`config.mk`:
```
export PLATFORM = sky130hd
export DESIGN_NAME = vpcr_top
export DESIGN_NICKNAME = d
export VERILOG_FILES = /design/src/rtl/vpcr_pkg.sv /design/src/rtl/vpcr_top.sv /design/src/rtl/vpcr_fifo.sv
export SDC_FILE = /design/constraint.sdc
export NUM_CORES = 1
export LEC_CHECK = 0
export BUFFER_PORTS_ARGS = -buffer_cell sky130_fd_sc_hd__buf_2
export CAP_MARGIN = 25
export CORE_MARGIN = 5
export CORE_UTILIZATION = 60
export CTS_BUF_LIST = sky130_fd_sc_hd__clkbuf_8
export CTS_CLUSTER_DIAMETER = 200
export DETAILED_ROUTE_END_ITERATION = 10
export PLACE_DENSITY_LB_ADDON = 0.05
export SLEW_MARGIN = 40
export SYNTH_ARGS = -nofsm -noshare
export SYNTH_HDL_FRONTEND = slang
export SYNTH_HIERARCHICAL = 1
export SYNTH_SLANG_ARGS = --single-unit
```
`constraint.sdc`:
```
create_clock -name clk -period 4.7 [get_ports clk]
set_input_delay 0.47 -clock clk [delete_from_list [all_inputs] [get_ports clk]]
set_output_delay 0.47 -clock clk [all_outputs]
set_load 0.005 [all_outputs]
```
`src/rtl/vpcr_pkg.sv`:
```
// Package of constants and carrier types for the video processing control block.
// Assumes a single 200 MHz clock domain and an Avalon-MM slave register port.
// Overview of operation
// (RL1) Bits 8-7 choose the line FIFO mode.
// (RL2) Bit 6 picks the horizontal timing output source.
// (RL3) Bit 5 low: device builds payload packet itself.
// (RL4) Bit 5 high: software writes payload packet words.
// (RL5) Bit 4 high stops payload packet insertion.
// (RL6) Bit 3 high stops illegal code correction.
// (RL7) Bit 2 high stops error check packet generation.
// (RL8) Bit 1 high stops ancillary checksum insertion.
// (RL9) Bit 0 high stops timing reference insertion.
// (RL10) Features need both pins high plus bit low.
// (RL11) Ancillary insert control alone never stops insertion.
// (RL12) Fields are plain storage, reset to zero.
// (RL13) Remap 3FC-3FF to 3FB, 000-003 to 004.
// (RL14) Auto mode writes built packet back to registers.
package vpcr_pkg;

   // Register indices; byte address is four times the index
   localparam logic [7:0]  VPCR_IDX_DISABLE = 8'h01;
   localparam logic [7:0]  VPCR_IDX_STATUS  = 8'h02;
   localparam logic [7:0]  VPCR_IDX_FMT_A   = 8'h0F;
   localparam logic [7:0]  VPCR_IDX_FMT_B   = 8'h10;
   localparam int          VPCR_ADDR_W      = 10;

   // Field positions of the processing disable register
   localparam int          VPCR_B_TRS       = 0;
   localparam int          VPCR_B_CSUM      = 1;
   localparam int          VPCR_B_EDH       = 2;
   localparam int          VPCR_B_REMAP     = 3;
   localparam int          VPCR_B_PID_INS   = 4;
   localparam int          VPCR_B_PID_MAN   = 5;
   localparam int          VPCR_B_HCFG      = 6;
   localparam int          VPCR_B_FIFO_LO   = 7;
   localparam int          VPCR_B_ANC_PKT   = 9;
   localparam logic [15:0] VPCR_DIS_MASK    = 16'h03FF;

   // Values after reset
   localparam logic [15:0] VPCR_DIS_RST     = 16'h0000;
   localparam logic [15:0] VPCR_FMT_RST     = 16'h0000;

   // Illegal code limits and replacements
   localparam logic [9:0]  VPCR_CODE_HI_MIN = 10'h3FC;
   localparam logic [9:0]  VPCR_CODE_HI_REP = 10'h3FB;
   localparam logic [9:0]  VPCR_CODE_LO_MAX = 10'h003;
   localparam logic [9:0]  VPCR_CODE_LO_REP = 10'h004;

   // Stream FIFO shape
   localparam int          VPCR_FIFO_DEPTH  = 8;

   // Video word with its timing flags
   typedef struct packed {
      logic [9:0] data;
      logic       active;   // Inside active picture
      logic       trs_h;    // H bit carried by the last TRS word
      logic       line_blank; // Active-line blanking timing
   } vpcr_word_s;

   localparam int          VPCR_WORD_W      = $bits(vpcr_word_s);

   // Per-feature enables handed to the processing engines
   typedef struct packed {
      logic timing_ref_insert_disable;
      logic csum_ins;
      logic edh_ins;
      logic remap;
      logic pid_ins;
      logic pid_auto;
   } vpcr_feat_s;

endpackage

```
`src/rtl/vpcr_top.sv`:
```
// Video processing control register with its stream path.
// Holds the disable register, the payload identifier words, pin
// synchronisers, the feature enables and the illegal code remapper.
// Assumes Avalon-MM master on clk and stream logic on the same clock.
//
// Local design decisions: the register offsets and the Avalon-MM slave port.
`timescale 1ns/10ps
module vpcr_top
   import vpcr_pkg::*;
(
   // Clock and reset
   input  wire logic                   clk,
   input  wire logic                   rstn,
   // Avalon-MM register port
   input  wire logic [VPCR_ADDR_W-1:0] avs_address,
   input  wire logic                   avs_read,
   input  wire logic                   avs_write,
   input  wire logic [31:0]            avs_writedata,
   input  wire logic [3:0]             avs_byteenable,
   output logic [31:0]                 avs_readdata,
   output logic                        avs_waitrequest,
   // Device pins
   input  wire logic                   processing_enable_pin,
   input  wire logic                   scrambler_bypass_pin,
   // Payload identifier built by the format detector
   input  wire logic                   pid_calc_valid,
   input  wire logic [31:0]            pid_calc_bytes,
   // Video stream in
   input  wire logic                   vin_valid,
   output logic                        vin_ready,
   input  wire vpcr_word_s             vin_word,
   // Video stream out
   output logic                        vout_valid,
   input  wire logic                   vout_ready,
   output vpcr_word_s                  vout_word,
   output logic                        h_timing_out,
   // Controls to the processing engines
   output vpcr_feat_s                  feat_en,
   output logic [1:0]                  fifo_mode,
   output logic                        ancillary_packet_insert_ctrl,
   output logic [31:0]                 pid_bytes
);

   // Register state
   logic [15:0] internal_processing_disable_q;
   logic [15:0] video_format_a_q;
   logic [15:0] video_format_b_q;
   logic [31:0] rdata_q;
   logic        ack_q;

   // Pin synchronisers
   logic [1:0]  proc_en_sync_q;
   logic [1:0]  bypass_sync_q;

   // Stream output stage
   vpcr_word_s  out_word_q;
   logic        out_valid_q;
   logic        hout_q;

   // Short name for the disable register
   wire  [15:0] dis = internal_processing_disable_q;

   // Bus decode
   wire  [7:0]  reg_idx   = avs_address[VPCR_ADDR_W-1:2];
   wire         req       = avs_read | avs_write;
   wire         done      = req & ack_q;
   wire         wr_take   = avs_write & ack_q;
   wire         sel_dis   = (reg_idx == VPCR_IDX_DISABLE);
   wire         sel_stat  = (reg_idx == VPCR_IDX_STATUS);
   wire         sel_fmt_a = (reg_idx == VPCR_IDX_FMT_A);
   wire         sel_fmt_b = (reg_idx == VPCR_IDX_FMT_B);
   wire         wr_dis    = wr_take & sel_dis;
   wire         wr_fmt_a  = wr_take & sel_fmt_a;
   wire         wr_fmt_b  = wr_take & sel_fmt_b;

   // Byte-lane write mask for the 16-bit registers
   wire  [15:0] lane_mask = {{8{avs_byteenable[1]}}, {8{avs_byteenable[0]}}};
   wire  [15:0] wdata16   = avs_writedata[15:0];

   // Synchronised pin levels
   wire         proc_en   = proc_en_sync_q[1];
   wire         bypass    = bypass_sync_q[1];
   wire         pins_ok   = proc_en & bypass;                       // see (RL10)

   // Mode fields
   wire         pid_manual = dis[VPCR_B_PID_MAN];
   wire         h_config   = dis[VPCR_B_HCFG];

   // One request takes one wait cycle, then is answered
   assign avs_waitrequest = req & ~ack_q;
   assign avs_readdata    = rdata_q;

   // Handshake: ack rises one edge after the request appears
   always_ff @(posedge clk or negedge rstn) begin
      if (!rstn) begin
         ack_q <= 1'b0;
      end else begin
         ack_q <= req & ~ack_q;
      end
   end

   // Read mux; unmapped indices answer zero
   wire  [31:0] rd_mux =
        sel_dis   ? {16'h0000, dis & VPCR_DIS_MASK} :
        sel_stat  ? {24'h000000, 2'b00, feat_en} |
                    {22'h000000, pins_ok, bypass, proc_en, 7'h00} :
        sel_fmt_a ? {16'h0000, video_format_a_q} :
        sel_fmt_b ? {16'h0000, video_format_b_q} :
                    32'h00000000;

   // Read data is captured in the wait cycle and stands at the answer
   always_ff @(posedge clk or negedge rstn) begin
      if (!rstn) begin
         rdata_q <= 32'h00000000;
      end else if (avs_read & ~ack_q) begin
         rdata_q <= rd_mux;
      end
   end

   // Disable register: plain storage cleared at reset
   always_ff @(posedge clk or negedge rstn) begin
      if (!rstn) begin
         internal_processing_disable_q <= VPCR_DIS_RST;             // see (RL12)
      end else if (wr_dis) begin
         internal_processing_disable_q <=
            ((dis & ~lane_mask) | (wdata16 & lane_mask)) & VPCR_DIS_MASK; // see (RL12)
      end
   end

   // Payload words: hardware copy wins over a software write in auto mode,
   // so a generated packet is never lost to a colliding write
   wire         hw_load  = pid_calc_valid & ~pid_manual;              // see (RL14)

   always_ff @(posedge clk or negedge rstn) begin
      if (!rstn) begin
         video_format_a_q <= VPCR_FMT_RST;
         video_format_b_q <= VPCR_FMT_RST;
      end else if (hw_load) begin
         video_format_a_q <= pid_calc_bytes[15:0];                   // see (RL14)
         video_format_b_q <= pid_calc_bytes[31:16];                  // see (RL14)
      end else begin
         if (wr_fmt_a) video_format_a_q <= (video_format_a_q & ~lane_mask) |
                                           (wdata16 & lane_mask); // see (RL4)
         if (wr_fmt_b) video_format_b_q <= (video_format_b_q & ~lane_mask) |
                                           (wdata16 & lane_mask); // see (RL4)
      end
   end

   // Two-flop synchronisers for the asynchronous pins
   always_ff @(posedge clk or negedge rstn) begin
      if (!rstn) begin
         proc_en_sync_q <= 2'b00;
         bypass_sync_q  <= 2'b00;
      end else begin
         proc_en_sync_q <= {proc_en_sync_q[0], processing_enable_pin};
         bypass_sync_q  <= {bypass_sync_q[0], scrambler_bypass_pin};
      end
   end

   // Feature enables: each except pid_auto needs both pins high and its own bit low
   assign feat_en.timing_ref_insert_disable  = pins_ok & ~dis[VPCR_B_TRS];             // see (RL9)
   assign feat_en.csum_ins = pins_ok & ~dis[VPCR_B_CSUM];            // see (RL8)
   assign feat_en.edh_ins  = pins_ok & ~dis[VPCR_B_EDH];             // see (RL7)
   assign feat_en.remap    = pins_ok & ~dis[VPCR_B_REMAP];           // see (RL6)
   assign feat_en.pid_ins  = pins_ok & ~dis[VPCR_B_PID_INS];         // see (RL5)
   assign feat_en.pid_auto = ~pid_manual;                            // see (RL3)

   // Line FIFO mode goes straight to the FIFO controller
   assign fifo_mode = dis[VPCR_B_FIFO_LO+1:VPCR_B_FIFO_LO];          // see (RL1)

   // Stored only; the ancillary inserter also looks at its own conditions,
   // so a low level here does not by itself stop insertion
   assign ancillary_packet_insert_ctrl = dis[VPCR_B_ANC_PKT];         // see (RL11)

   // Packet to insert: built words in auto mode, software words otherwise
   assign pid_bytes = {video_format_b_q, video_format_a_q};          // see (RL3)

   // Stream buffer between the input and the remap stage
   logic        fifo_valid;
   logic        fifo_ready;
   vpcr_word_s  fifo_word;

   vpcr_fifo #(
      .WIDTH (VPCR_WORD_W),
      .DEPTH (VPCR_FIFO_DEPTH)
   ) u_fifo (
      .clk      (clk),
      .rstn     (rstn),
      .wr_valid (vin_valid),
      .wr_ready (vin_ready),
      .wr_data  (vin_word),
      .rd_valid (fifo_valid),
      .rd_ready (fifo_ready),
      .rd_data  (fifo_word)
   );

   // Output stage accepts when empty or being drained; vout_ready
   // stalls this stage, which in turn lets the FIFO fill
   assign fifo_ready = ~out_valid_q | vout_ready;
   wire         take_word = fifo_valid & fifo_ready;

   // Illegal code detection inside active picture
   wire  [9:0]  din      = fifo_word.data;
   wire         code_hi  = (din >= VPCR_CODE_HI_MIN);
   wire         code_lo  = (din <= VPCR_CODE_LO_MAX);
   wire         do_remap = feat_en.remap & fifo_word.active;          // see (RL6)
   wire  [9:0]  dout     = (do_remap & code_hi) ? VPCR_CODE_HI_REP :  // see (RL13)
                           (do_remap & code_lo) ? VPCR_CODE_LO_REP :  // see (RL13)
                                                  din;

   // Horizontal timing source select
   wire         h_sel    = h_config ? fifo_word.trs_h
                                    : fifo_word.line_blank;          // see (RL2)

   // Output word register
   always_ff @(posedge clk or negedge rstn) begin
      if (!rstn) begin
         out_word_q <= '0;
         hout_q     <= 1'b0;
      end else if (take_word) begin
         out_word_q            <= fifo_word;
         out_word_q.data       <= dout;
         hout_q                <= h_sel;                              // see (RL2)
      end
   end

   // Output valid flag
   always_ff @(posedge clk or negedge rstn) begin
      if (!rstn) begin
         out_valid_q <= 1'b0;
      end else if (fifo_ready) begin
         out_valid_q <= fifo_valid;
      end
   end

   assign vout_valid   = out_valid_q;
   assign vout_word    = out_word_q;
   assign h_timing_out = hout_q;

endmodule

```
`src/rtl/vpcr_fifo.sv`:
```
// Small synchronous FIFO with valid/ready on both sides.
// Assumes both sides run on the same clock; depth is a power of two.
`timescale 1ns/10ps
module vpcr_fifo #(
   parameter int WIDTH = 13,
   parameter int DEPTH = 8
) (
   // Clock and reset
   input  wire logic             clk,
   input  wire logic             rstn,
   // Fill side
   input  wire logic             wr_valid,
   output logic                  wr_ready,
   input  wire logic [WIDTH-1:0] wr_data,
   // Drain side
   output logic                  rd_valid,
   input  wire logic             rd_ready,
   output logic [WIDTH-1:0]      rd_data
);
   localparam int AW = $clog2(DEPTH);

   logic [WIDTH-1:0] mem_q [DEPTH];
   logic [AW-1:0]    wptr_q;
   logic [AW-1:0]    rptr_q;
   logic [AW:0]      cnt_q;
   wire              push = wr_valid & wr_ready;
   wire              pop  = rd_valid & rd_ready;

   // Honest flags straight from the occupancy count
   assign wr_ready = (cnt_q != (AW+1)'(DEPTH));
   assign rd_valid = (cnt_q != '0);
   assign rd_data  = mem_q[rptr_q];

   // Storage has no reset; only pointers and count need a defined value
   always_ff @(posedge clk) begin
      if (push) begin
         mem_q[wptr_q] <= wr_data;
      end
   end

   // Pointers and count
   always_ff @(posedge clk or negedge rstn) begin
      if (!rstn) begin
         wptr_q <= '0;
         rptr_q <= '0;
         cnt_q  <= '0;
      end else begin
         if (push) wptr_q <= wptr_q + 1'b1;
         if (pop)  rptr_q <= rptr_q + 1'b1;
         cnt_q <= cnt_q + (AW+1)'(push) - (AW+1)'(pop);
      end
   end

endmodule

```
==> flow_summary.yaml <==
timing:
  postLayoutSetupSlackWorst_ps: 2090
  rsz0062_at_grt: "no"
  fin_crit_ps: 2610
  finalSetupTns_ps: 0
  fin_crit_sh_pct: 55.6
  fmax_ghz: 0.383
  setup_viol: 0
  drv_slew: 0
  relSlewSlack_pct: 38.4
  worst_slew_pin_slew_ps: 925
  fin_skew_ps: 15.3
  hold_viol_final: 0
status:
  status: "completed"
clocking:
  clock_path_buffers: 2
  cts_max_level: 4
  cts_resized: 0
  path_clk_slew_ps: 90
  cts-root-buf: "clkbuf_8"
  cts_made_buffers: 17
  clkLatencyLatePin_ps: 450
  clock_sinks: 192
  cts_tree: "built"
synthesis:
  yosysUniqueCellTypes: 54
  synth_compound_area_share_pct: 10.4
  synth.area.top_cells: "edfxtp_1, dfrtp_1, mux4_1"
  synthSimpleGateAreaFrac_pct: 7.38
  syn_avg_cell_area_um2: 14.6
  synth_top_family_by_area: "multiplexers"
  yosysWarningCount: 6
  synth.area.mux_share_pct: 12.9
  synthXorXnorAreaFrac_pct: 0.623
  synth_fa_ha_area_share_pct: 1.42
  synth_top_area_share_pct: 37.0
  synthArstFlopShare_pct: 45.8
  synth_seq_area_share_pct: 63.1
  synth-edff-count: 104
  synth_flop_cell: "edfxtp_1"
  yosysTopAreaCell: "edfxtp_1"
  synth_common_cells: "edfxtp_1, dfrtp_1, nor2_1, a22oi_1, mux2_2"
  synth_seq_cells: 192
  yosysMostFrequentCell: "edfxtp_1"
  synthCells: 580
  syn-cell-area_um2: 8440
critical_path:
  critical-path-top-delay-family: "multiplexers"
  cp-start-kind: "register"
  crit_type: "reg2reg"
  timing.rr.end: "vout_word[4]"
  cp.required_ps: 5030
  crit_path_top_delay_cell: "dfrtp_2"
  cp_num_buf_inv: 0
  r2r_start: "u_fifo/rptr_q[0]"
  critPathCaptureType: "register"
  path_cells: "mux4_1 > mux2_2 > nor4_1 > nand4_1 > and2_1 > o22a_1"
  r2r_setup_slack_ps: 2090
  reg2regPathDepth: 6
  cp_max_fo: 22
  slowest_delay_ps: 750
  arrival_ps: 2950
layout:
  fin_nets: 844
  layout-drive-gt1-share_pct: 33.0
  post-route-util_pct: 70.3
  syn_to_final_growth_pct: 15.2
  fillers: 991
  antenna_cells: 0
pwr:
  intPower_mw: 3.19
  switchingPower_mw: 1.40
  leakage_nw: 4.05
  cellPowerDensity_nw_per_um2: 472
  switching_share_pct: 30.5
  seqPwrFrac_pct: 49.6
  comb_power_share_pct: 27.2
  p_clk_share_pct: 23.2
  vdd.ir_drop.worst_mv: 0.288
die:
  core-area_um2: 13800
  initial_core_util_pct: 61.0
  die_w_um: 129
  pin_count: 190
  dieArea_um2: 16500
  rows: 43
  die_h_um: 129
placed_design:
  place_ws_ps: 2120
  hpwl_um: 13900
  place_congestion: 1.03
  io_buffer_count: 153
drt:
  wl_per_cell_um: 20.8
  wl_met2_um: 9650
  viasPerCell: 6.01
  wl_met3_um: 1770
  highest_layer: "met4"
  dr.first_iter.drc_count: 613
  antenna_left: 0
  met1_length_um: 7380
  finalWirelength_um: 19300
  drc_errors: 0
  routed-via-count: 5579
  dr.pass1.iters: 5
hold_path:
  min_from: "processing_enable_pin"
  whs_path_depth: 1
  hold_class: "in2reg"
  hold-path-endpoint: "proc_en_sync_q[0]"
global_routing:
  antenna_found_initial: 0
  grt_pass1_vias: 5570
  grt_max_degree: 46
  gr-total-overflow: 0
  globalRouteTotalUtil_pct: 23.5
  grt_pass1_wl_um: 29500
run:
  max_cap_violations: 0
## power by group through the flow
stage / Combinational [mW] / Clock (mW) / Sequential [mW]
after floorplan: 0.896 / 0 / 2.22
after global placement: 1.20 / 0 / 2.29
after detailed placement: 1.25 / 0 / 2.31
after CTS: 1.26 / 1.08 / 2.28
after global routing: 1.37 / 1.16 / 2.31
final: 1.25 / 1.06 / 2.28
## cells in the final DEF (no fill, tap or decap), types with 3 or more instances in the layout
| cell | synthesis | routed |
|---|---|---|
| buf_2 | 4 | 152 |
| edfxtp_1 | 104 | 104 |
| dfrtp_1 | 88 | 87 |
| nor2_1 | 38 | 37 |
| a22oi_1 | 35 | 35 |
| mux2_2 | 35 | 35 |
| nand2_1 | 33 | 33 |
| mux4_1 | 26 | 26 |
| o21ai_0 | 21 | 21 |
| a21oi_1 | 17 | 17 |
| clkbuf_8 | 0 | 17 |
| conb_1 | 1 | 16 |
| buf_4 | 18 | 16 |
| inv_1 | 14 | 14 |
| a22o_1 | 13 | 13 |
| nand2b_1 | 9 | 9 |
| ha_1 | 8 | 8 |
| nor3_1 | 9 | 7 |
| nand3_1 | 7 | 7 |
| a211oi_1 | 5 | 5 |
| and2_1 | 4 | 5 |
| inv_6 | 0 | 5 |
| nand4_1 | 4 | 4 |
| a221oi_1 | 4 | 4 |
| a21oi_2 | 4 | 4 |
| xnor2_1 | 4 | 4 |
| or3_1 | 3 | 3 |
| nor4_1 | 3 | 3 |
| o21ai_1 | 3 | 3 |
| nor3b_1 | 3 | 3 |
| o32ai_1 | 3 | 3 |
| clkinv_1 | 0 | 3 |
## through the flow
| stage | hold slack [ps] | total power [mW] | area, um^2 | std cells |
|---|---|---|---|---|
| after CTS | 102 | 4.62 | 9720 | 928 |
| after floorplan | 174 | 3.11 | 8500 | 595 |
| after global routing | 90.1 | 4.83 | 9720 | 928 |
| after detailed placement | 345 | 3.57 | 9320 | 895 |
| after global placement | 340 | 3.50 | 9290 | 893 |
| final | 129 | 4.59 | 9720 | 928 |
## layer usage
layer,up-vias,track usage [%]
li1,2513,-
met1,2735,29.5
met2,285,40.3
met3,46,5.27
met4,0,8.77
met5,-,0
## how the worst max path moves through the flow
stage | startpoint | end | slack, ps | cells past startpoint
finish | u_fifo/rptr_q[0] | vout_word[4] | 2090 | 6
global route | u_fifo/rptr_q[0] | vout_word[4] | 1900 | 6
CTS | u_fifo/rptr_q[0] | vout_word[4] | 2080 | 6
global placement | u_fifo/rptr_q[0] | vout_word[3] | 1770 | 6
floorplan | u_fifo/cnt_q[2] | u_fifo/mem_q[0][0] | 2310 | 6
detailed placement | u_fifo/rptr_q[0] | vout_word[4] | 2120 | 6
## logic make-up after synthesis
family,count (synthesis)
AOI/OAI and AO/OA,121
xor gates and xnor gates,6
adders and majority gates,9
buffers and inverters,62
DFF,192
muxes,62
other,1
and+or+nand+nor,127
## timing repair
| item | in CTS | in global routing |
|---|---|---|
| hold endpoints to repair | 8 | 0 |
| setup endpoints to repair | 0 | 0 |
| hold buffers | 1 | 0 |
| setup buffers | 0 | 0 |
## final cells by class
cell class              instances  area, um^2  area share (%)
flip-flops and latches        192        5330            54.8
multi-input cells             341        2840            29.2
repair buffers                169         891            9.16
clock buffers                  17         234            2.41
well taps                     180         225            2.32
clock inverters                15         156            1.61
inverters                      14        52.6           0.541
Note: power is estimated with default switching activity, not from simulation.
